`config.mk`:
```
export PLATFORM = sky130hd
export DESIGN_NAME = uef_top
export DESIGN_NICKNAME = d
export VERILOG_FILES = /design/src/rtl/uef_pkg.sv /design/src/rtl/uef_match.sv /design/src/rtl/uef_top.sv
export SDC_FILE = /design/constraint.sdc
export NUM_CORES = 1
export LEC_CHECK = 0
export ABC_AREA = 1
export BUFFER_PORTS_ARGS = -buffer_cell sky130_fd_sc_hd__buf_2
export CORE_UTILIZATION = 52
export CTS_BUF_LIST = sky130_fd_sc_hd__clkbuf_8
export CTS_CLUSTER_DIAMETER = 80
export DETAILED_ROUTE_END_ITERATION = 6
export PLACE_DENSITY_LB_ADDON = 0.2
export SLEW_MARGIN = 0
export SYNTH_ARGS = -nofsm -noshare
export SYNTH_HDL_FRONTEND = slang
export SYNTH_HIERARCHICAL = 1
export SYNTH_SLANG_ARGS = --single-unit
```
`constraint.sdc`:
```
create_clock -name i_clk -period 3.9 [get_ports i_clk]
set_clock_uncertainty 0.1 [all_clocks]
set_input_delay 0 -clock i_clk [delete_from_list [all_inputs] [get_ports i_clk]]
set_output_delay 0 -clock i_clk [all_outputs]
set_load 0.05 [all_outputs]
```
`src/rtl/uef_pkg.sv`:
```
// Purpose: shared constants and types for the enhanced flow and reset block
// Assumes: four channels, 32-bit avalon-mm slave with byte addresses
// Notes: global offsets are byte addresses; channel register indices count 32-bit words
package uef_pkg;

  // ----------------------------------------
  // sizes
  // ----------------------------------------
  localparam int UEF_NCH = 4;
  localparam int UEF_AW = 9;
  localparam int UEF_NEV = 12;

  // ----------------------------------------
  // channel register offsets (inside a channel window)
  // ----------------------------------------
  localparam logic [3:0] UEF_IDX_IER = 4'h0;
  localparam logic [3:0] UEF_IDX_ISR = 4'h1;
  localparam logic [3:0] UEF_IDX_FCR = 4'h2;
  localparam logic [3:0] UEF_IDX_LCR = 4'h3;
  localparam logic [3:0] UEF_IDX_MCR = 4'h4;
  localparam logic [3:0] UEF_IDX_LSR = 4'h5;
  localparam logic [3:0] UEF_IDX_MSR = 4'h6;
  localparam logic [3:0] UEF_IDX_EFR = 4'h7;
  localparam logic [3:0] UEF_IDX_RESUME_CHAR_FIRST = 4'h8;
  localparam logic [3:0] UEF_IDX_RESUME_CHAR_SECOND = 4'h9;
  localparam logic [3:0] UEF_IDX_PAUSE_CHAR_FIRST = 4'ha;
  localparam logic [3:0] UEF_IDX_PAUSE_CHAR_SECOND = 4'hb;
  localparam int UEF_CH_SHIFT = 6;

  // ----------------------------------------
  // global interrupt registers
  // ----------------------------------------
  localparam logic [8:0] UEF_OFS_IRQ_STAT = 9'h100;
  localparam logic [8:0] UEF_OFS_IRQ_CLR = 9'h104;
  localparam logic [8:0] UEF_OFS_IRQ_EN = 9'h108;
  localparam int UEF_EV_SPECIAL = 0;
  localparam int UEF_EV_PAUSE = 4;
  localparam int UEF_EV_RESUME = 8;

  // ----------------------------------------
  // field positions
  // ----------------------------------------
  localparam int UEF_EFR_SPECIAL = 5;
  localparam int UEF_EFR_ENH = 4;
  localparam int UEF_MCR_ENH_BIT = 6;
  localparam int UEF_LCR_BREAK = 6;
  localparam int UEF_MCR_RTS = 1;
  localparam int UEF_MCR_DTR = 0;

  // ----------------------------------------
  // reset values
  // ----------------------------------------
  localparam logic [7:0] UEF_RST_CTRL = 8'h00;
  localparam logic [7:0] UEF_RST_ISR = 8'h01;
  localparam logic [7:0] UEF_RST_LSR = 8'h60;
  localparam logic [3:0] UEF_RST_MSR_DELTA = 4'h0;

  // ----------------------------------------
  // flow control selections
  // ----------------------------------------
  typedef enum logic [1:0] {
    UEF_RX_NONE = 2'b00,
    UEF_RX_SECOND = 2'b01,
    UEF_RX_FIRST = 2'b10,
    UEF_RX_BOTH = 2'b11
  } uef_rx_mode_t;

endpackage : uef_pkg

```
`src/rtl/uef_match.sv`:
```
// Purpose: per-channel receive character comparator for flow control
// Assumes: one received character per i_rx_valid pulse
// Notes: pulses come one cycle after the character
`timescale 1ns/1ps
module uef_match (
  input wire logic i_clk,
  input wire logic i_srst,
  input wire logic i_rx_valid,
  input wire logic [7:0] i_rx_data,
  input wire logic [1:0] i_mode,
  input wire logic i_special_en,
  input wire logic [7:0] i_resume_char_first,
  input wire logic [7:0] i_resume_char_second,
  input wire logic [7:0] i_pause_char_first,
  input wire logic [7:0] i_pause_char_second,
  output logic o_pause,
  output logic o_resume,
  output logic o_special
);

  typedef struct packed {
    logic seen_on1;
    logic seen_off1;
    logic pause;
    logic resume;
    logic special;
  } uef_match_st_t;

  uef_match_st_t st_r;
  uef_match_st_t st_nxt;

  always_comb begin
    st_nxt = st_r;
    st_nxt.pause = 1'b0;
    st_nxt.resume = 1'b0;
    st_nxt.special = 1'b0;
    if (i_rx_valid) begin
      // bit 0 of every character register meets bit 0 of the received character
      st_nxt.special = i_special_en && (i_rx_data == i_pause_char_second);
      st_nxt.seen_on1 = 1'b0;
      st_nxt.seen_off1 = 1'b0;
      case (i_mode)
        uef_pkg::UEF_RX_FIRST: begin
          st_nxt.pause = (i_rx_data == i_pause_char_first);
          st_nxt.resume = (i_rx_data == i_resume_char_first);
        end
        uef_pkg::UEF_RX_SECOND: begin
          st_nxt.pause = (i_rx_data == i_pause_char_second);
          st_nxt.resume = (i_rx_data == i_resume_char_second);
        end
        uef_pkg::UEF_RX_BOTH: begin
          st_nxt.pause = st_r.seen_off1 && (i_rx_data == i_pause_char_second);
          st_nxt.resume = st_r.seen_on1 && (i_rx_data == i_resume_char_second);
          st_nxt.seen_on1 = (i_rx_data == i_resume_char_first);
          st_nxt.seen_off1 = (i_rx_data == i_pause_char_first);
        end
        default: begin
          st_nxt.pause = 1'b0;
        end
      endcase
    end
    if (i_srst) begin
      st_nxt = '0;
    end
  end

  always_ff @(posedge i_clk) begin
    st_r <= st_nxt;
  end

  assign o_pause = st_r.pause;
  assign o_resume = st_r.resume;
  assign o_special = st_r.special;

  // ----------------------------------------
  // assertions
  // ----------------------------------------
  first_pair_a: assert property (@(posedge i_clk) disable iff (i_srst)
    i_rx_valid && i_mode == 2'b10 && i_rx_data == i_pause_char_first |=> o_pause)
    else $error("first pause character not detected");

  seq_pause_a: assert property (@(posedge i_clk) disable iff (i_srst)
    (i_rx_valid && i_mode == 2'b11 && i_rx_data == i_pause_char_first) ##1
    (i_rx_valid && i_mode == 2'b11 && i_rx_data == i_pause_char_second) |=> o_pause)
    else $error("pause sequence not detected");

  special_hit_a: assert property (@(posedge i_clk) disable iff (i_srst)
    o_special |-> $past(i_special_en) && $past(i_rx_valid)
      && $past(i_rx_data) == $past(i_pause_char_second))
    else $error("special flag without matching character");

  seq_cov_c: cover property (@(posedge i_clk) disable iff (i_srst)
    i_mode == 2'b11 && o_resume);

endmodule : uef_match

```
`src/rtl/uef_top.sv`:
```
// Purpose: four-channel enhanced feature, flow selection and reset state of a uart
// Assumes: avalon-mm slave, one wait cycle per access, inputs synchronous to i_clk
// Notes: channel windows at 0x00/0x40/0x80/0xc0, interrupt block at 0x100
// How it works
// - special detect on: match second pause char, still store, set status bit four
// - character register bit zero compares with received character bit zero
// - upper enable bits, status bits five/four, control bit six need enhanced bit
// - clearing the enhanced bit freezes those bits against ordinary writes
// - transmit flow selection from bits three and two
// - receive compare from bits one and zero: none, second pair, first pair
// - both receive bits set: match first then second pause or resume characters
// - reset clears enable, line, modem, fifo control and enhanced registers
// - reset sets status bit zero and clears status bits seven to one
// - reset clears line status bits seven and four..zero, sets six and five
// - reset clears modem change bits; upper modem bits follow live inputs
// - reset drives transmit, request, terminal-ready and receive-ready high, tx-ready low
`timescale 1ns/1ps
module uef_top #(
  parameter int NCH = uef_pkg::UEF_NCH
) (
  input wire logic i_clk,
  input wire logic i_srst,
  input wire logic [8:0] i_avs_address,
  input wire logic i_avs_read,
  input wire logic i_avs_write,
  input wire logic [31:0] i_avs_writedata,
  output logic [31:0] o_avs_readdata,
  output logic o_avs_waitrequest,
  output logic o_irq,
  input wire logic [3:0] i_rx_valid,
  input wire logic [3:0][7:0] i_rx_data,
  output logic [3:0] o_rx_store,
  output logic [3:0][7:0] o_rx_data,
  output logic [3:0][1:0] o_tx_flow_sel,
  output logic [3:0] o_tx_paused,
  input wire logic [3:0] i_tx_bit,
  input wire logic [3:0] i_thr_empty,
  input wire logic [3:0] i_tsr_empty,
  input wire logic [3:0] i_rx_has_data,
  input wire logic [3:0] i_tx_fifo_full,
  input wire logic [3:0][3:0] i_modem_n,
  output logic [3:0] o_serial_out,
  output logic [3:0] o_request_send_n,
  output logic [3:0] o_terminal_ready_n,
  output logic o_receive_dma_ready_n,
  output logic o_transmit_dma_ready_n
);

  typedef struct packed {
    logic [3:0][7:0] interrupt_enable_reg;
    logic [3:0][1:0] isr54;
    logic [3:0][7:0] fifo_control_reg;
    logic [3:0][7:0] line_control_reg;
    logic [3:0][7:0] modem_control_reg;
    logic [3:0][7:0] enhanced_feature_control;
    logic [3:0][7:0] resume_char_first;
    logic [3:0][7:0] resume_char_second;
    logic [3:0][7:0] pause_char_first;
    logic [3:0][7:0] pause_char_second;
    logic [3:0][3:0] msr_delta;
    logic [3:0][3:0] msr_prev;
    logic msr_primed;
    logic [3:0][1:0] lsr65;
    logic [3:0] lsr0;
    logic [3:0] tx_paused;
    logic [11:0] irq_stat;
    logic [11:0] irq_en;
    logic wait_n;
    logic [31:0] rdata;
    logic irq;
    logic [3:0] ser;
    logic [3:0] rts_n;
    logic [3:0] dtr_n;
    logic receive_dma_ready_n;
    logic transmit_dma_ready_n;
    logic [3:0] rx_store;
    logic [3:0][7:0] rx_data;
  } uef_top_st_t;

  uef_top_st_t st_r;
  uef_top_st_t st_nxt;
  logic [3:0] m_pause;
  logic [3:0] m_resume;
  logic [3:0] m_special;

  // ----------------------------------------
  // address decode helpers
  // ----------------------------------------
  function automatic logic [1:0] addr_ch(input logic [8:0] a);
    return a[7:6];
  endfunction : addr_ch

  function automatic logic [3:0] addr_reg(input logic [8:0] a);
    return a[5:2];
  endfunction : addr_reg

  function automatic logic addr_is_chan(input logic [8:0] a);
    return !a[8] && a[1:0] == 2'b00;
  endfunction : addr_is_chan

  // ----------------------------------------
  // per-channel comparators
  // ----------------------------------------
  for (genvar c = 0; c < NCH; c++) begin : g_ch
    uef_match u_match (
      .i_clk(i_clk),
      .i_srst(i_srst),
      .i_rx_valid(i_rx_valid[c]),
      .i_rx_data(i_rx_data[c]),
      .i_mode(st_r.enhanced_feature_control[c][1:0]),
      .i_special_en(st_r.enhanced_feature_control[c][uef_pkg::UEF_EFR_SPECIAL]),
      .i_resume_char_first(st_r.resume_char_first[c]),
      .i_resume_char_second(st_r.resume_char_second[c]),
      .i_pause_char_first(st_r.pause_char_first[c]),
      .i_pause_char_second(st_r.pause_char_second[c]),
      .o_pause(m_pause[c]),
      .o_resume(m_resume[c]),
      .o_special(m_special[c])
    );
  end

  // ----------------------------------------
  // next state
  // ----------------------------------------
  always_comb begin
    logic [1:0] ch;
    logic [3:0] ri;
    logic [3:0] live;
    logic [3:0] dlt;
    logic [7:0] wb;
    logic [11:0] ev;
    ch = addr_ch(i_avs_address);
    ri = addr_reg(i_avs_address);
    live = 4'h0;
    dlt = 4'h0;
    wb = i_avs_writedata[7:0];
    ev = 12'h000;
    st_nxt = st_r;

    // bus slave: wait one cycle, answer, then act at the edge the master samples
    if ((i_avs_read || i_avs_write) && !st_r.wait_n) begin
      st_nxt.wait_n = 1'b1;
      st_nxt.rdata = 32'h0000_0000;
      if (i_avs_read && addr_is_chan(i_avs_address)) begin
        case (ri)
          uef_pkg::UEF_IDX_IER: st_nxt.rdata[7:0] = st_r.interrupt_enable_reg[ch];
          uef_pkg::UEF_IDX_ISR: st_nxt.rdata[7:0] = {{2{st_r.fifo_control_reg[ch][0]}}, st_r.isr54[ch],
                                                     3'b000, !st_r.isr54[ch][0]};
          uef_pkg::UEF_IDX_FCR: st_nxt.rdata[7:0] = st_r.fifo_control_reg[ch];
          uef_pkg::UEF_IDX_LCR: st_nxt.rdata[7:0] = st_r.line_control_reg[ch];
          uef_pkg::UEF_IDX_MCR: st_nxt.rdata[7:0] = st_r.modem_control_reg[ch];
          uef_pkg::UEF_IDX_LSR: st_nxt.rdata[7:0] = {1'b0, st_r.lsr65[ch], 4'h0, st_r.lsr0[ch]};
          // upper modem bits read the live inputs, even straight after reset
          uef_pkg::UEF_IDX_MSR: st_nxt.rdata[7:0] = {~i_modem_n[ch], st_r.msr_delta[ch]};
          uef_pkg::UEF_IDX_EFR: st_nxt.rdata[7:0] = st_r.enhanced_feature_control[ch];
          uef_pkg::UEF_IDX_RESUME_CHAR_FIRST: st_nxt.rdata[7:0] = st_r.resume_char_first[ch];
          uef_pkg::UEF_IDX_RESUME_CHAR_SECOND: st_nxt.rdata[7:0] = st_r.resume_char_second[ch];
          uef_pkg::UEF_IDX_PAUSE_CHAR_FIRST: st_nxt.rdata[7:0] = st_r.pause_char_first[ch];
          uef_pkg::UEF_IDX_PAUSE_CHAR_SECOND: st_nxt.rdata[7:0] = st_r.pause_char_second[ch];
          default: st_nxt.rdata = 32'h0000_0000;
        endcase
      end else if (i_avs_read && i_avs_address == uef_pkg::UEF_OFS_IRQ_STAT) begin
        st_nxt.rdata[11:0] = st_r.irq_stat;
      end else if (i_avs_read && i_avs_address == uef_pkg::UEF_OFS_IRQ_EN) begin
        st_nxt.rdata[11:0] = st_r.irq_en;
      end
    end else if ((i_avs_read || i_avs_write) && st_r.wait_n) begin
      st_nxt.wait_n = 1'b0;
      if (i_avs_write && addr_is_chan(i_avs_address)) begin
        case (ri)
          uef_pkg::UEF_IDX_IER: begin
            st_nxt.interrupt_enable_reg[ch][3:0] = wb[3:0];
            if (st_r.enhanced_feature_control[ch][uef_pkg::UEF_EFR_ENH]) begin
              st_nxt.interrupt_enable_reg[ch][7:4] = wb[7:4];
            end
          end
          uef_pkg::UEF_IDX_ISR: begin
            if (st_r.enhanced_feature_control[ch][uef_pkg::UEF_EFR_ENH]) begin
              st_nxt.isr54[ch] = {wb[5], wb[4]};
            end
          end
          uef_pkg::UEF_IDX_FCR: st_nxt.fifo_control_reg[ch] = wb;
          uef_pkg::UEF_IDX_LCR: st_nxt.line_control_reg[ch] = wb;
          uef_pkg::UEF_IDX_MCR: begin
            st_nxt.modem_control_reg[ch][5:0] = wb[5:0];
            st_nxt.modem_control_reg[ch][7] = wb[7];
            if (st_r.enhanced_feature_control[ch][uef_pkg::UEF_EFR_ENH]) begin
              st_nxt.modem_control_reg[ch][uef_pkg::UEF_MCR_ENH_BIT] = wb[6];
            end
          end
          uef_pkg::UEF_IDX_EFR: st_nxt.enhanced_feature_control[ch] = wb;
          uef_pkg::UEF_IDX_RESUME_CHAR_FIRST: st_nxt.resume_char_first[ch] = wb;
          uef_pkg::UEF_IDX_RESUME_CHAR_SECOND: st_nxt.resume_char_second[ch] = wb;
          uef_pkg::UEF_IDX_PAUSE_CHAR_FIRST: st_nxt.pause_char_first[ch] = wb;
          uef_pkg::UEF_IDX_PAUSE_CHAR_SECOND: st_nxt.pause_char_second[ch] = wb;
          default: st_nxt.wait_n = 1'b0;
        endcase
      end else if (i_avs_write && i_avs_address == uef_pkg::UEF_OFS_IRQ_CLR) begin
        st_nxt.irq_stat = st_r.irq_stat & ~i_avs_writedata[11:0];
      end else if (i_avs_write && i_avs_address == uef_pkg::UEF_OFS_IRQ_EN) begin
        st_nxt.irq_en = i_avs_writedata[11:0];
      end
      // read side effects: status bit four and the change bits clear once seen
      if (i_avs_read && addr_is_chan(i_avs_address) && ri == uef_pkg::UEF_IDX_ISR) begin
        st_nxt.isr54[ch][0] = 1'b0;
      end
      if (i_avs_read && addr_is_chan(i_avs_address) && ri == uef_pkg::UEF_IDX_MSR) begin
        st_nxt.msr_delta[ch] = 4'h0;
      end
    end else begin
      st_nxt.wait_n = 1'b0;
    end

    // channel logic; sets come after the clears so an event in a clear cycle survives
    st_nxt.msr_primed = 1'b1;
    for (int c = 0; c < NCH; c++) begin
      live = ~i_modem_n[c];
      st_nxt.msr_prev[c] = live;
      // ring indicator flags only its trailing edge; the others flag any change
      dlt = st_r.msr_primed ? {live[3] ^ st_r.msr_prev[c][3], st_r.msr_prev[c][2] & ~live[2],
                               live[1:0] ^ st_r.msr_prev[c][1:0]} : 4'h0;
      st_nxt.msr_delta[c] = st_nxt.msr_delta[c] | dlt;
      if (m_special[c]) begin
        st_nxt.isr54[c][0] = 1'b1;
      end
      if (st_r.enhanced_feature_control[c][3:0] == 4'h0) begin
        st_nxt.tx_paused[c] = 1'b0;
      end else if (m_pause[c]) begin
        st_nxt.tx_paused[c] = 1'b1;
      end else if (m_resume[c]) begin
        st_nxt.tx_paused[c] = 1'b0;
      end
      ev[uef_pkg::UEF_EV_SPECIAL + c] = m_special[c];
      ev[uef_pkg::UEF_EV_PAUSE + c] = m_pause[c];
      ev[uef_pkg::UEF_EV_RESUME + c] = m_resume[c];
      st_nxt.lsr65[c] = {i_tsr_empty[c], i_thr_empty[c]};
      st_nxt.lsr0[c] = i_rx_has_data[c];
      // the character still goes to the fifo whatever the comparators decide
      st_nxt.rx_store[c] = i_rx_valid[c];
      st_nxt.rx_data[c] = i_rx_data[c];
      st_nxt.ser[c] = i_tx_bit[c] & ~st_r.line_control_reg[c][uef_pkg::UEF_LCR_BREAK];
      st_nxt.rts_n[c] = ~st_r.modem_control_reg[c][uef_pkg::UEF_MCR_RTS];
      st_nxt.dtr_n[c] = ~st_r.modem_control_reg[c][uef_pkg::UEF_MCR_DTR];
    end
    st_nxt.irq_stat = st_nxt.irq_stat | ev;
    st_nxt.irq = |(st_nxt.irq_stat & st_nxt.irq_en);
    st_nxt.receive_dma_ready_n = ~|i_rx_has_data;
    st_nxt.transmit_dma_ready_n = |i_tx_fifo_full;

    if (i_srst) begin
      st_nxt = '0;
      for (int c = 0; c < NCH; c++) begin
        st_nxt.interrupt_enable_reg[c] = uef_pkg::UEF_RST_CTRL;
        st_nxt.line_control_reg[c] = uef_pkg::UEF_RST_CTRL;
        st_nxt.modem_control_reg[c] = uef_pkg::UEF_RST_CTRL;
        st_nxt.fifo_control_reg[c] = uef_pkg::UEF_RST_CTRL;
        st_nxt.enhanced_feature_control[c] = uef_pkg::UEF_RST_CTRL;
        st_nxt.isr54[c] = uef_pkg::UEF_RST_ISR[5:4];
        st_nxt.lsr65[c] = uef_pkg::UEF_RST_LSR[6:5];
        st_nxt.lsr0[c] = uef_pkg::UEF_RST_LSR[0];
        st_nxt.msr_delta[c] = uef_pkg::UEF_RST_MSR_DELTA;
      end
      st_nxt.ser = 4'hf;
      st_nxt.rts_n = 4'hf;
      st_nxt.dtr_n = 4'hf;
      st_nxt.receive_dma_ready_n = 1'b1;
      st_nxt.transmit_dma_ready_n = 1'b0;
    end
  end

  always_ff @(posedge i_clk) begin
    st_r <= st_nxt;
  end

  // ----------------------------------------
  // outputs
  // ----------------------------------------
  assign o_avs_readdata = st_r.rdata;
  assign o_avs_waitrequest = !st_r.wait_n;
  assign o_irq = st_r.irq;
  assign o_rx_store = st_r.rx_store;
  assign o_rx_data = st_r.rx_data;
  assign o_tx_paused = st_r.tx_paused;
  assign o_serial_out = st_r.ser;
  assign o_request_send_n = st_r.rts_n;
  assign o_terminal_ready_n = st_r.dtr_n;
  assign o_receive_dma_ready_n = st_r.receive_dma_ready_n;
  assign o_transmit_dma_ready_n = st_r.transmit_dma_ready_n;
  for (genvar c = 0; c < NCH; c++) begin : g_sel
    assign o_tx_flow_sel[c] = st_r.enhanced_feature_control[c][3:2];
  end

  // ----------------------------------------
  // assertions
  // ----------------------------------------
  logic wr_go;
  assign wr_go = i_avs_write && !o_avs_waitrequest;

  reset_ctrl_a: assert property (@(posedge i_clk)
    $fell(i_srst) |-> st_r.interrupt_enable_reg == '0 && st_r.line_control_reg == '0 && st_r.modem_control_reg == '0
      && st_r.fifo_control_reg == '0 && st_r.enhanced_feature_control == '0)
    else $error("control registers not cleared by reset");

  reset_isr_a: assert property (@(posedge i_clk)
    $fell(i_srst) |-> st_r.isr54 == '0)
    else $error("status bits not cleared by reset");

  reset_lsr_a: assert property (@(posedge i_clk)
    $fell(i_srst) |-> st_r.lsr65 == 8'hff && st_r.lsr0 == 4'h0)
    else $error("line status reset value wrong");

  reset_msr_a: assert property (@(posedge i_clk)
    $fell(i_srst) |-> st_r.msr_delta == '0)
    else $error("modem change bits not cleared by reset");

  reset_pins_a: assert property (@(posedge i_clk)
    i_srst ##1 i_srst |-> o_serial_out == 4'hf && o_request_send_n == 4'hf
      && o_terminal_ready_n == 4'hf && o_receive_dma_ready_n && !o_transmit_dma_ready_n)
    else $error("output pins wrong during reset");

  ier_gate_a: assert property (@(posedge i_clk) disable iff (i_srst)
    wr_go && i_avs_address == 9'h040 && !st_r.enhanced_feature_control[1][4]
      |=> st_r.interrupt_enable_reg[1][7:4] == $past(st_r.interrupt_enable_reg[1][7:4]))
    else $error("upper enable bits written while locked");

  mcr_gate_a: assert property (@(posedge i_clk) disable iff (i_srst)
    wr_go && i_avs_address == 9'h050 && st_r.enhanced_feature_control[1][4]
      |=> st_r.modem_control_reg[1][6] == $past(i_avs_writedata[6]))
    else $error("modem control bit six not taken while unlocked");

  special_isr_a: assert property (@(posedge i_clk) disable iff (i_srst)
    m_special[1] |=> st_r.isr54[1][0] ##1 o_avs_waitrequest || !i_avs_read || st_r.isr54[1][0])
    else $error("special character status not set");

  tx_sel_a: assert property (@(posedge i_clk) disable iff (i_srst)
    wr_go && i_avs_address == 9'h05c |=> o_tx_flow_sel[1] == $past(i_avs_writedata[3:2]))
    else $error("transmit selection does not follow bits three and two");

  chan_indep_a: assert property (@(posedge i_clk) disable iff (i_srst)
    wr_go && i_avs_address == 9'h05c |=> st_r.enhanced_feature_control[0] == $past(st_r.enhanced_feature_control[0]))
    else $error("channel one write disturbed channel zero");

  bus_wait_c: cover property (@(posedge i_clk) disable iff (i_srst)
    i_avs_read && o_avs_waitrequest ##1 !o_avs_waitrequest);
  irq_c: cover property (@(posedge i_clk) disable iff (i_srst) $rose(o_irq));
  paused_c: cover property (@(posedge i_clk) disable iff (i_srst) $rose(o_tx_paused[1]));

endmodule : uef_top

```
==> results.tsv, run 1 <==
stage	metric	value	unit
run_status	status	finished clean	
timing	hold_viol	0	
critical_path	path_class	input pin to flop	
critical_path	crit_family	buffers and inverters	
routing	num_vias	22120	
clock_tree	clock_insertion_delay_worst_skew	680	ps
global_routing	grt-ovfl-total	0	
routing	drt_wl_total	83280	um
cells_and_area	fin_nets	3504	
routing	drtIter0Drc	2498	
pwr	leakagePower	0.009957	uW
place	dp_hpwl	58140	um
synth	synthTopCellsByArea	dfxtp_1 41%, nand2_1 17%, a21oi_1 8.3%	
global_routing	antenna_found_initial	1	
clock_tree	cts_root_buf	clkbuf_8	
synth	synth_edf_count	0	
routing	via_per_inst	5.565	
timing	max_slew_margin	14.69	%
critical_path	endpoint_kind	flop	
cells_and_area	final_common_cell	nand2_1	
cells_and_area	fin_util	61.61	%
global_routing	grt_use_total	37.98	%
die	rows	74	
timing	timing.final.crit_share	85.20	%
clock_tree	post-cts-setup-buffers	0	
clock_tree	cts.clk_slew.worst_paths	60	ps
critical_path	cp.arrival	3770	ps
hold_path	min_path_type	input pin to flop	
global_routing	grt_pass1_vias	20680	
timing	finalSetupTns	0	ps
cells_and_area	drive_above_1_share	11.48	%
routing	drc_errors	0	
job	maxCapViolations	0	
synth	synth_cell_types	37	
synth	synth_ff_type	dfxtp_1	
critical_path	max_stage_delay	580	ps
cells_and_area	area_growth	15.71	%
synth	synth_largest_area_cell	dfxtp_1	
clock_tree	numCtsBuffers	80	
timing	tightest_slew	1268	ps
pwr	max-vdd-ir-drop	0.0003408	V
synth	synth_top_cell_area_share	41.34	%
routing	drt_pass1_iterations	6	
synth	syn_area_per_cell	6.905	um2
pwr	power_density	396.6	nW/um2
timing	worst_slack	577.0	ps
synth	ys_seq_area_share	41.34	%
critical_path	path_buf_inv	5	
routing	wire_per_inst	20.95	um
die	core-area	41200	um2
global_routing	grt_pass1_wl	123600	um
cells_and_area	fill_cells	3849	
timing	finalSetupViolCount	0	
timing	period_needed	3323	ps
synth	yosys_warnings	6	
synth	syn_area	21940	um2
clock_tree	cts_hold_buf	148	
clock_tree	tritoncts	yes	
synth	ys_ff_latch	453	
critical_path	path_cells	dlygate4sd3_1 -> buf_2 -> nor2_1 -> dlygate4sd3_1 -> nand2_1 -> nor2_4 -> nand3_1 -> nor2_1 -> dlygate4sd3_1 -> nor3_1 -> dlygate4sd3_1	
routing	ant_nets	0	
critical_path	crit_required	4340	ps
timing	maxSlewViolCount	0	
clock_tree	clkSinkCount	453	
critical_path	crit_fanout	26	
clock_tree	clockBufferDepth	3	
place	preCtsSetupSlack	1227	ps
die	die_w	207.4	um
clock_tree	htreeDepth	3	
synth	postSynthCellCount	3177	
die	ios	213	
critical_path	crit_slowest_cell	dlygate4sd3_1	
timing	fmax	0.3009	GHz
clock_tree	post_cts_resized	0	
synth	ys_async_sr_fraction	0	%
critical_path	critPathLaunchType	input pin	
critical_path	path_common_cell	dlygate4sd3_1	
global_routing	grt_max_degree	191	
place	io_buffer_count	172	
cells_and_area	final_cell_mix	1000 x nand2_1, 453 x dfxtp_1, 366 x a21oi_1, 308 x inv_1, 223 x nor2_1	
die	start_util	53.25	%
die	die_height	207.4	um
place	gp_congestion	1.066	
die	dieArea	43010	um2
timing	rsz0062_at_grt	no	
[logic make-up after synthesis]
family | share of synthesized area [%]
flops | 41.34
buf+inv | 12.34
simple gates | 27.07
xor+xnor | 4.928
other cells | 0.01709
compound gates | 14.31
[final cells by class]
class | count | area [um2] | area share, %
Antenna cell | 1 | 2.502 | 0.009858
Clock buffer | 94 | 1294 | 5.097
Clock inverter | 43 | 284.0 | 1.119
Inverter | 299 | 1124 | 4.426
Multi-Input combinational cell | 2194 | 10240 | 40.33
Sequential cell | 453 | 9069 | 35.73
Tap cell | 532 | 665.6 | 2.622
Timing Repair Buffer | 359 | 2708 | 10.67
[routing by layer]
layer	GRT usage [%]	up-vias	part of all wire, %
met5	0	-	0
met4	21.00	0	5.6
met3	8.472	243	9.3
met2	59.60	1123	45
met1	48.42	10360	40
li1	-	10390	-
[worst paths after layout]
path	startpoint	endpoint	slack, ps	cells after the start
worst max-delay path	i_avs_address[0]	st_r[95]$_SDFF_PP0_	580	11
worst min-delay path	i_rx_valid[1]	o_rx_store[1]$_SDFF_PP0_	40	4
worst max register to register	st_r[83]$_SDFF_PP0_	st_r[93]$_SDFF_PP0_	920	6
worst min register to register	st_r[334]$_SDFFE_PP0P_	o_request_send_n[2]$_SDFF_PP1_	310	1
[flip-flops by register name, indices dropped and copies added (netlist names), 8 cells and up]
register and cells:
o_tx_flow_sel 8, st_r 358, o_avs_readdata 12, g_ch.u_match/st_r 8
o_rx_data 32
[stage by stage]
stage	std cells	instance area [um2]	hold slack, ps	power [uW]
after floorplan	3196	22010	-30.93	5413
after global placement	3689	22320	81.49	5587
after detailed placement	3689	22320	84.05	5595
after CTS	3974	25380	1.760	10080
after global routing	3975	25380	39.10	10370
final	3975	25380	42.03	10070
[worst reg2reg max path, stage by stage (launching register included)]
cell and delay (ps):
dfxtp_1 490, o21ai_0 340, buf_4 300, nor2_1 690, nand3_1 210, dlygate4sd3_1 620, a21oi_1 140
[synth_stat cells (3+ instances only)]
cell type  count
clkbuf_1      73
nand2_1     1000
o211ai_1       4
dfxtp_1      453
buf_2         40
xnor2_1      108
nor4_1         5
nand3_1      100
xnor2_2        4
inv_2          8
nor2_4         7
xor2_1         8
clkinv_1       5
buf_6         26
a21oi_1      366
o21a_1         3
or2_2          8
o21ai_0      177
nor3_1        17
inv_1        286
nand4_1       44
o22ai_1       39
nor2_1       223
nor2_8         3
nand2_2        4
buf_4        107
nor2_2        33
buf_1          4
a22oi_1       10
[where the power goes]
part	internal [uW]	leakage, uW	switching [uW]
clock network	2390	0.000904	2050
registers	4690	0.00367	24.2
logic	285	0.00538	626
total	7370	0.00996	2700
No activity file was read; power rests on OpenSTA's default activity.
==> run 2: changes to the inputs <==
- CORE_MARGIN: not set -> 1.5
==> results.tsv, run 2 (synthesis results as in run 1) <==
stage	metric	value	unit	change
timing	fmax	0.3160	GHz	+5.0%
clock_tree	clockBufferDepth	3		unchanged
cells_and_area	final-seq-area	9069	um2	unchanged
critical_path	crit_fanout	14		-46%
routing	via_per_inst	5.554		-0.20%
global_routing	grt_use_total	37.94	%	about the same
critical_path	crit_slowest_cell	dlygate4sd3_1		
critical_path	cp.arrival	3590	ps	-180 ps
clock_tree	tritoncts	yes		
routing	wire_per_inst	20.93	um	-0.10%
die	start_util	52.54	%	-0.71 points
job	maxCapViolations	0		unchanged
die	ios	213		unchanged
global_routing	grt_max_degree	201		+5.2%
cells_and_area	layout.cells.non_filler	3998		+0.58%
clock_tree	cts_root_buf	clkbuf_8		
timing	max_slew_margin	16.17	%	+1.5 points
die	dieArea	43430	um2	+0.97%
place	placedCellCount	3706		+0.46%
die	core-area	41760	um2	+1.4%
die	die_w	208.4	um	+0.48%
critical_path	crit_family	buffers and inverters		
clock_tree	clkSinkCount	453		unchanged
clock_tree	cts.clk_slew.worst_paths	60	ps	about the same
routing	drtIter0Drc	2571		+2.9%
critical_path	endpoint_kind	flop		
timing	timing.final.crit_share	81.15	%	-4.1 points
run_status	status	finished clean		
timing	worst_slack	735.2	ps	+158.1 ps
routing	ant_nets	0		unchanged
cells_and_area	multi_input_area	10240	um2	unchanged
cells_and_area	drive_above_1_share	11.83	%	+0.35 points
cells_and_area	final_cell_mix	1000 x nand2_1, 453 x dfxtp_1, 366 x a21oi_1, 306 x inv_1, 223 x nor2_1		
global_routing	grt-ovfl-total	0		unchanged
timing	tightest_slew	1257	ps	-10.42 ps
timing	rsz0062_at_grt	no		
critical_path	critPathLaunchType	input pin		
cells_and_area	fin_nets	3516		+0.34%
timing	finalSetupViolCount	0		unchanged
cells_and_area	fill_cells	3875		+0.68%
critical_path	max_stage_delay	980	ps	+400 ps
global_routing	antenna_found_initial	2		+1
critical_path	path_buf_inv	5		unchanged
routing	drt_wl_total	83680	um	+0.48%
place	dp_hpwl	58130	um	about the same
global_routing	grt_pass1_wl	124300	um	+0.61%
critical_path	path_cells	dlygate4sd3_1 -> buf_2 -> nor2_1 -> dlygate4sd3_1 -> nand2_1 -> nor2_4 -> dlygate4sd3_1 -> nand3_1 -> nand2_1 -> nand2_1 -> nand2_1 -> nand2_1 -> nor2_1 -> nand3_1 -> nand2_1 -> inv_1		
hold_path	min_path_type	input pin to flop		
critical_path	path_class	input pin to flop		
critical_path	crit_required	4330	ps	about the same
timing	hold_viol	0		unchanged
timing	maxSlewViolCount	0		unchanged
routing	num_vias	22200		+0.38%
pwr	leakagePower	0.01008	uW	+1.3%
global_routing	grt_pass1_vias	21040		+1.8%
timing	finalSetupTns	0	ps	unchanged
cells_and_area	final_common_cell	nand2_1		
cells_and_area	fin_util	61.27	%	-0.34 points
clock_tree	numCtsBuffers	78		-2.5%
place	gp_congestion	1.059		-0.65%
place	preCtsSetupSlack	1042	ps	-185.0 ps
clock_tree	post-cts-setup-buffers	0		unchanged
cells_and_area	largest_reg_flops	358		unchanged
cells_and_area	area_growth	16.63	%	
routing	drc_errors	0		unchanged
pwr	power	10290	uW	+2.2%
cells_and_area	regMostFlops	st_r		
clock_tree	clock_insertion_delay_worst_skew	680	ps	about the same
pwr	power_density	402.0	nW/um2	+1.4%
clock_tree	htreeDepth	3		unchanged
die	die_height	208.4	um	+0.48%
routing	drt_pass1_iterations	6		unchanged
die	rows	75		+1.4%
critical_path	path_common_cell	nand2_1		
timing	period_needed	3165	ps	-158.1 ps
place	io_buffer_count	172		unchanged
pwr	max-vdd-ir-drop	0.0003159	V	-7.3%
-- run 2: cell types whose count changed in the layout (fill, tap and decap cells not counted) --
cell	delta
inv_8	-1
buf_12	-2
inv_6	-2
dlygate4sd3_1	+4
clkinv_2	-5
clkbuf_8	+12
buf_4	+12
inv_1	-2
-- run 2: what timing repair did --
item                                    CTS  global route
hold endpoints to repair                218             0
hold buffers                            152             0
endpoints found under the setup margin    0             0
gates resized for setup                   0             0
-- run 2: path summary, 6_finish.rpt --
path	from	end	slack (ps)	cells past startpoint
setup / recovery	i_avs_address[0]	o_irq$_SDFF_PP0_	740	16
hold / removal	i_rx_has_data[2]	st_r[114]$_SDFF_PP0_	10	4
setup reg to reg	st_r[83]$_SDFF_PP0_	st_r[90]$_SDFF_PP0_	920	6
hold reg to reg	st_r[341]$_SDFFE_PP0P_	o_terminal_ready_n[3]$_SDFF_PP1_	310	1
-- run 2: final cells by class --
type	count	share of cell area [%]
Antenna cell	1	0.009780
Clock buffer	106	5.702
Clock inverter	33	0.8704
Inverter	299	4.391
Multi-Input combinational cell	2194	40.01
Sequential cell	453	35.44
Tap cell	539	2.636
Timing Repair Buffer	373	10.93
-- run 2: stage by stage --
step | hold WS, ps | cell area [um2]
floorplan | -30.93 | 22010
global placement | 82.83 | 22380
CTS | 5.105 | 25580
finish | 14.49 | 25590
global route | 43.05 | 25590
detailed placement | 83.54 | 22380
-- run 2: tightest hold or removal path, cell delays in order --
cell and delay, ps:
dlygate4sd3_1 520, buf_2 110, inv_1 30, nor2_1 60
-- run 2: metal layers --
| layer | part of all wire (%) | wire length [um] | vias up | track usage (%) |
|---|---|---|---|---|
| met1 | 39 | 32940 | 10290 | 48.38 |
| li1 | - | - | 10420 | - |
| met2 | 45 | 37350 | 1229 | 59.24 |
| met3 | 9.5 | 7977 | 261 | 7.351 |
| met4 | 6.5 | 5408 | 0 | 23.58 |
| met5 | 0 | 0 | - | 0 |
-- run 2: power by group --
part / leakage (uW) / switching (uW) / internal (uW)
logic: 0.00546 / 632 / 293
clock network: 0.000945 / 2040 / 2610
registers: 0.00367 / 24.4 / 4690
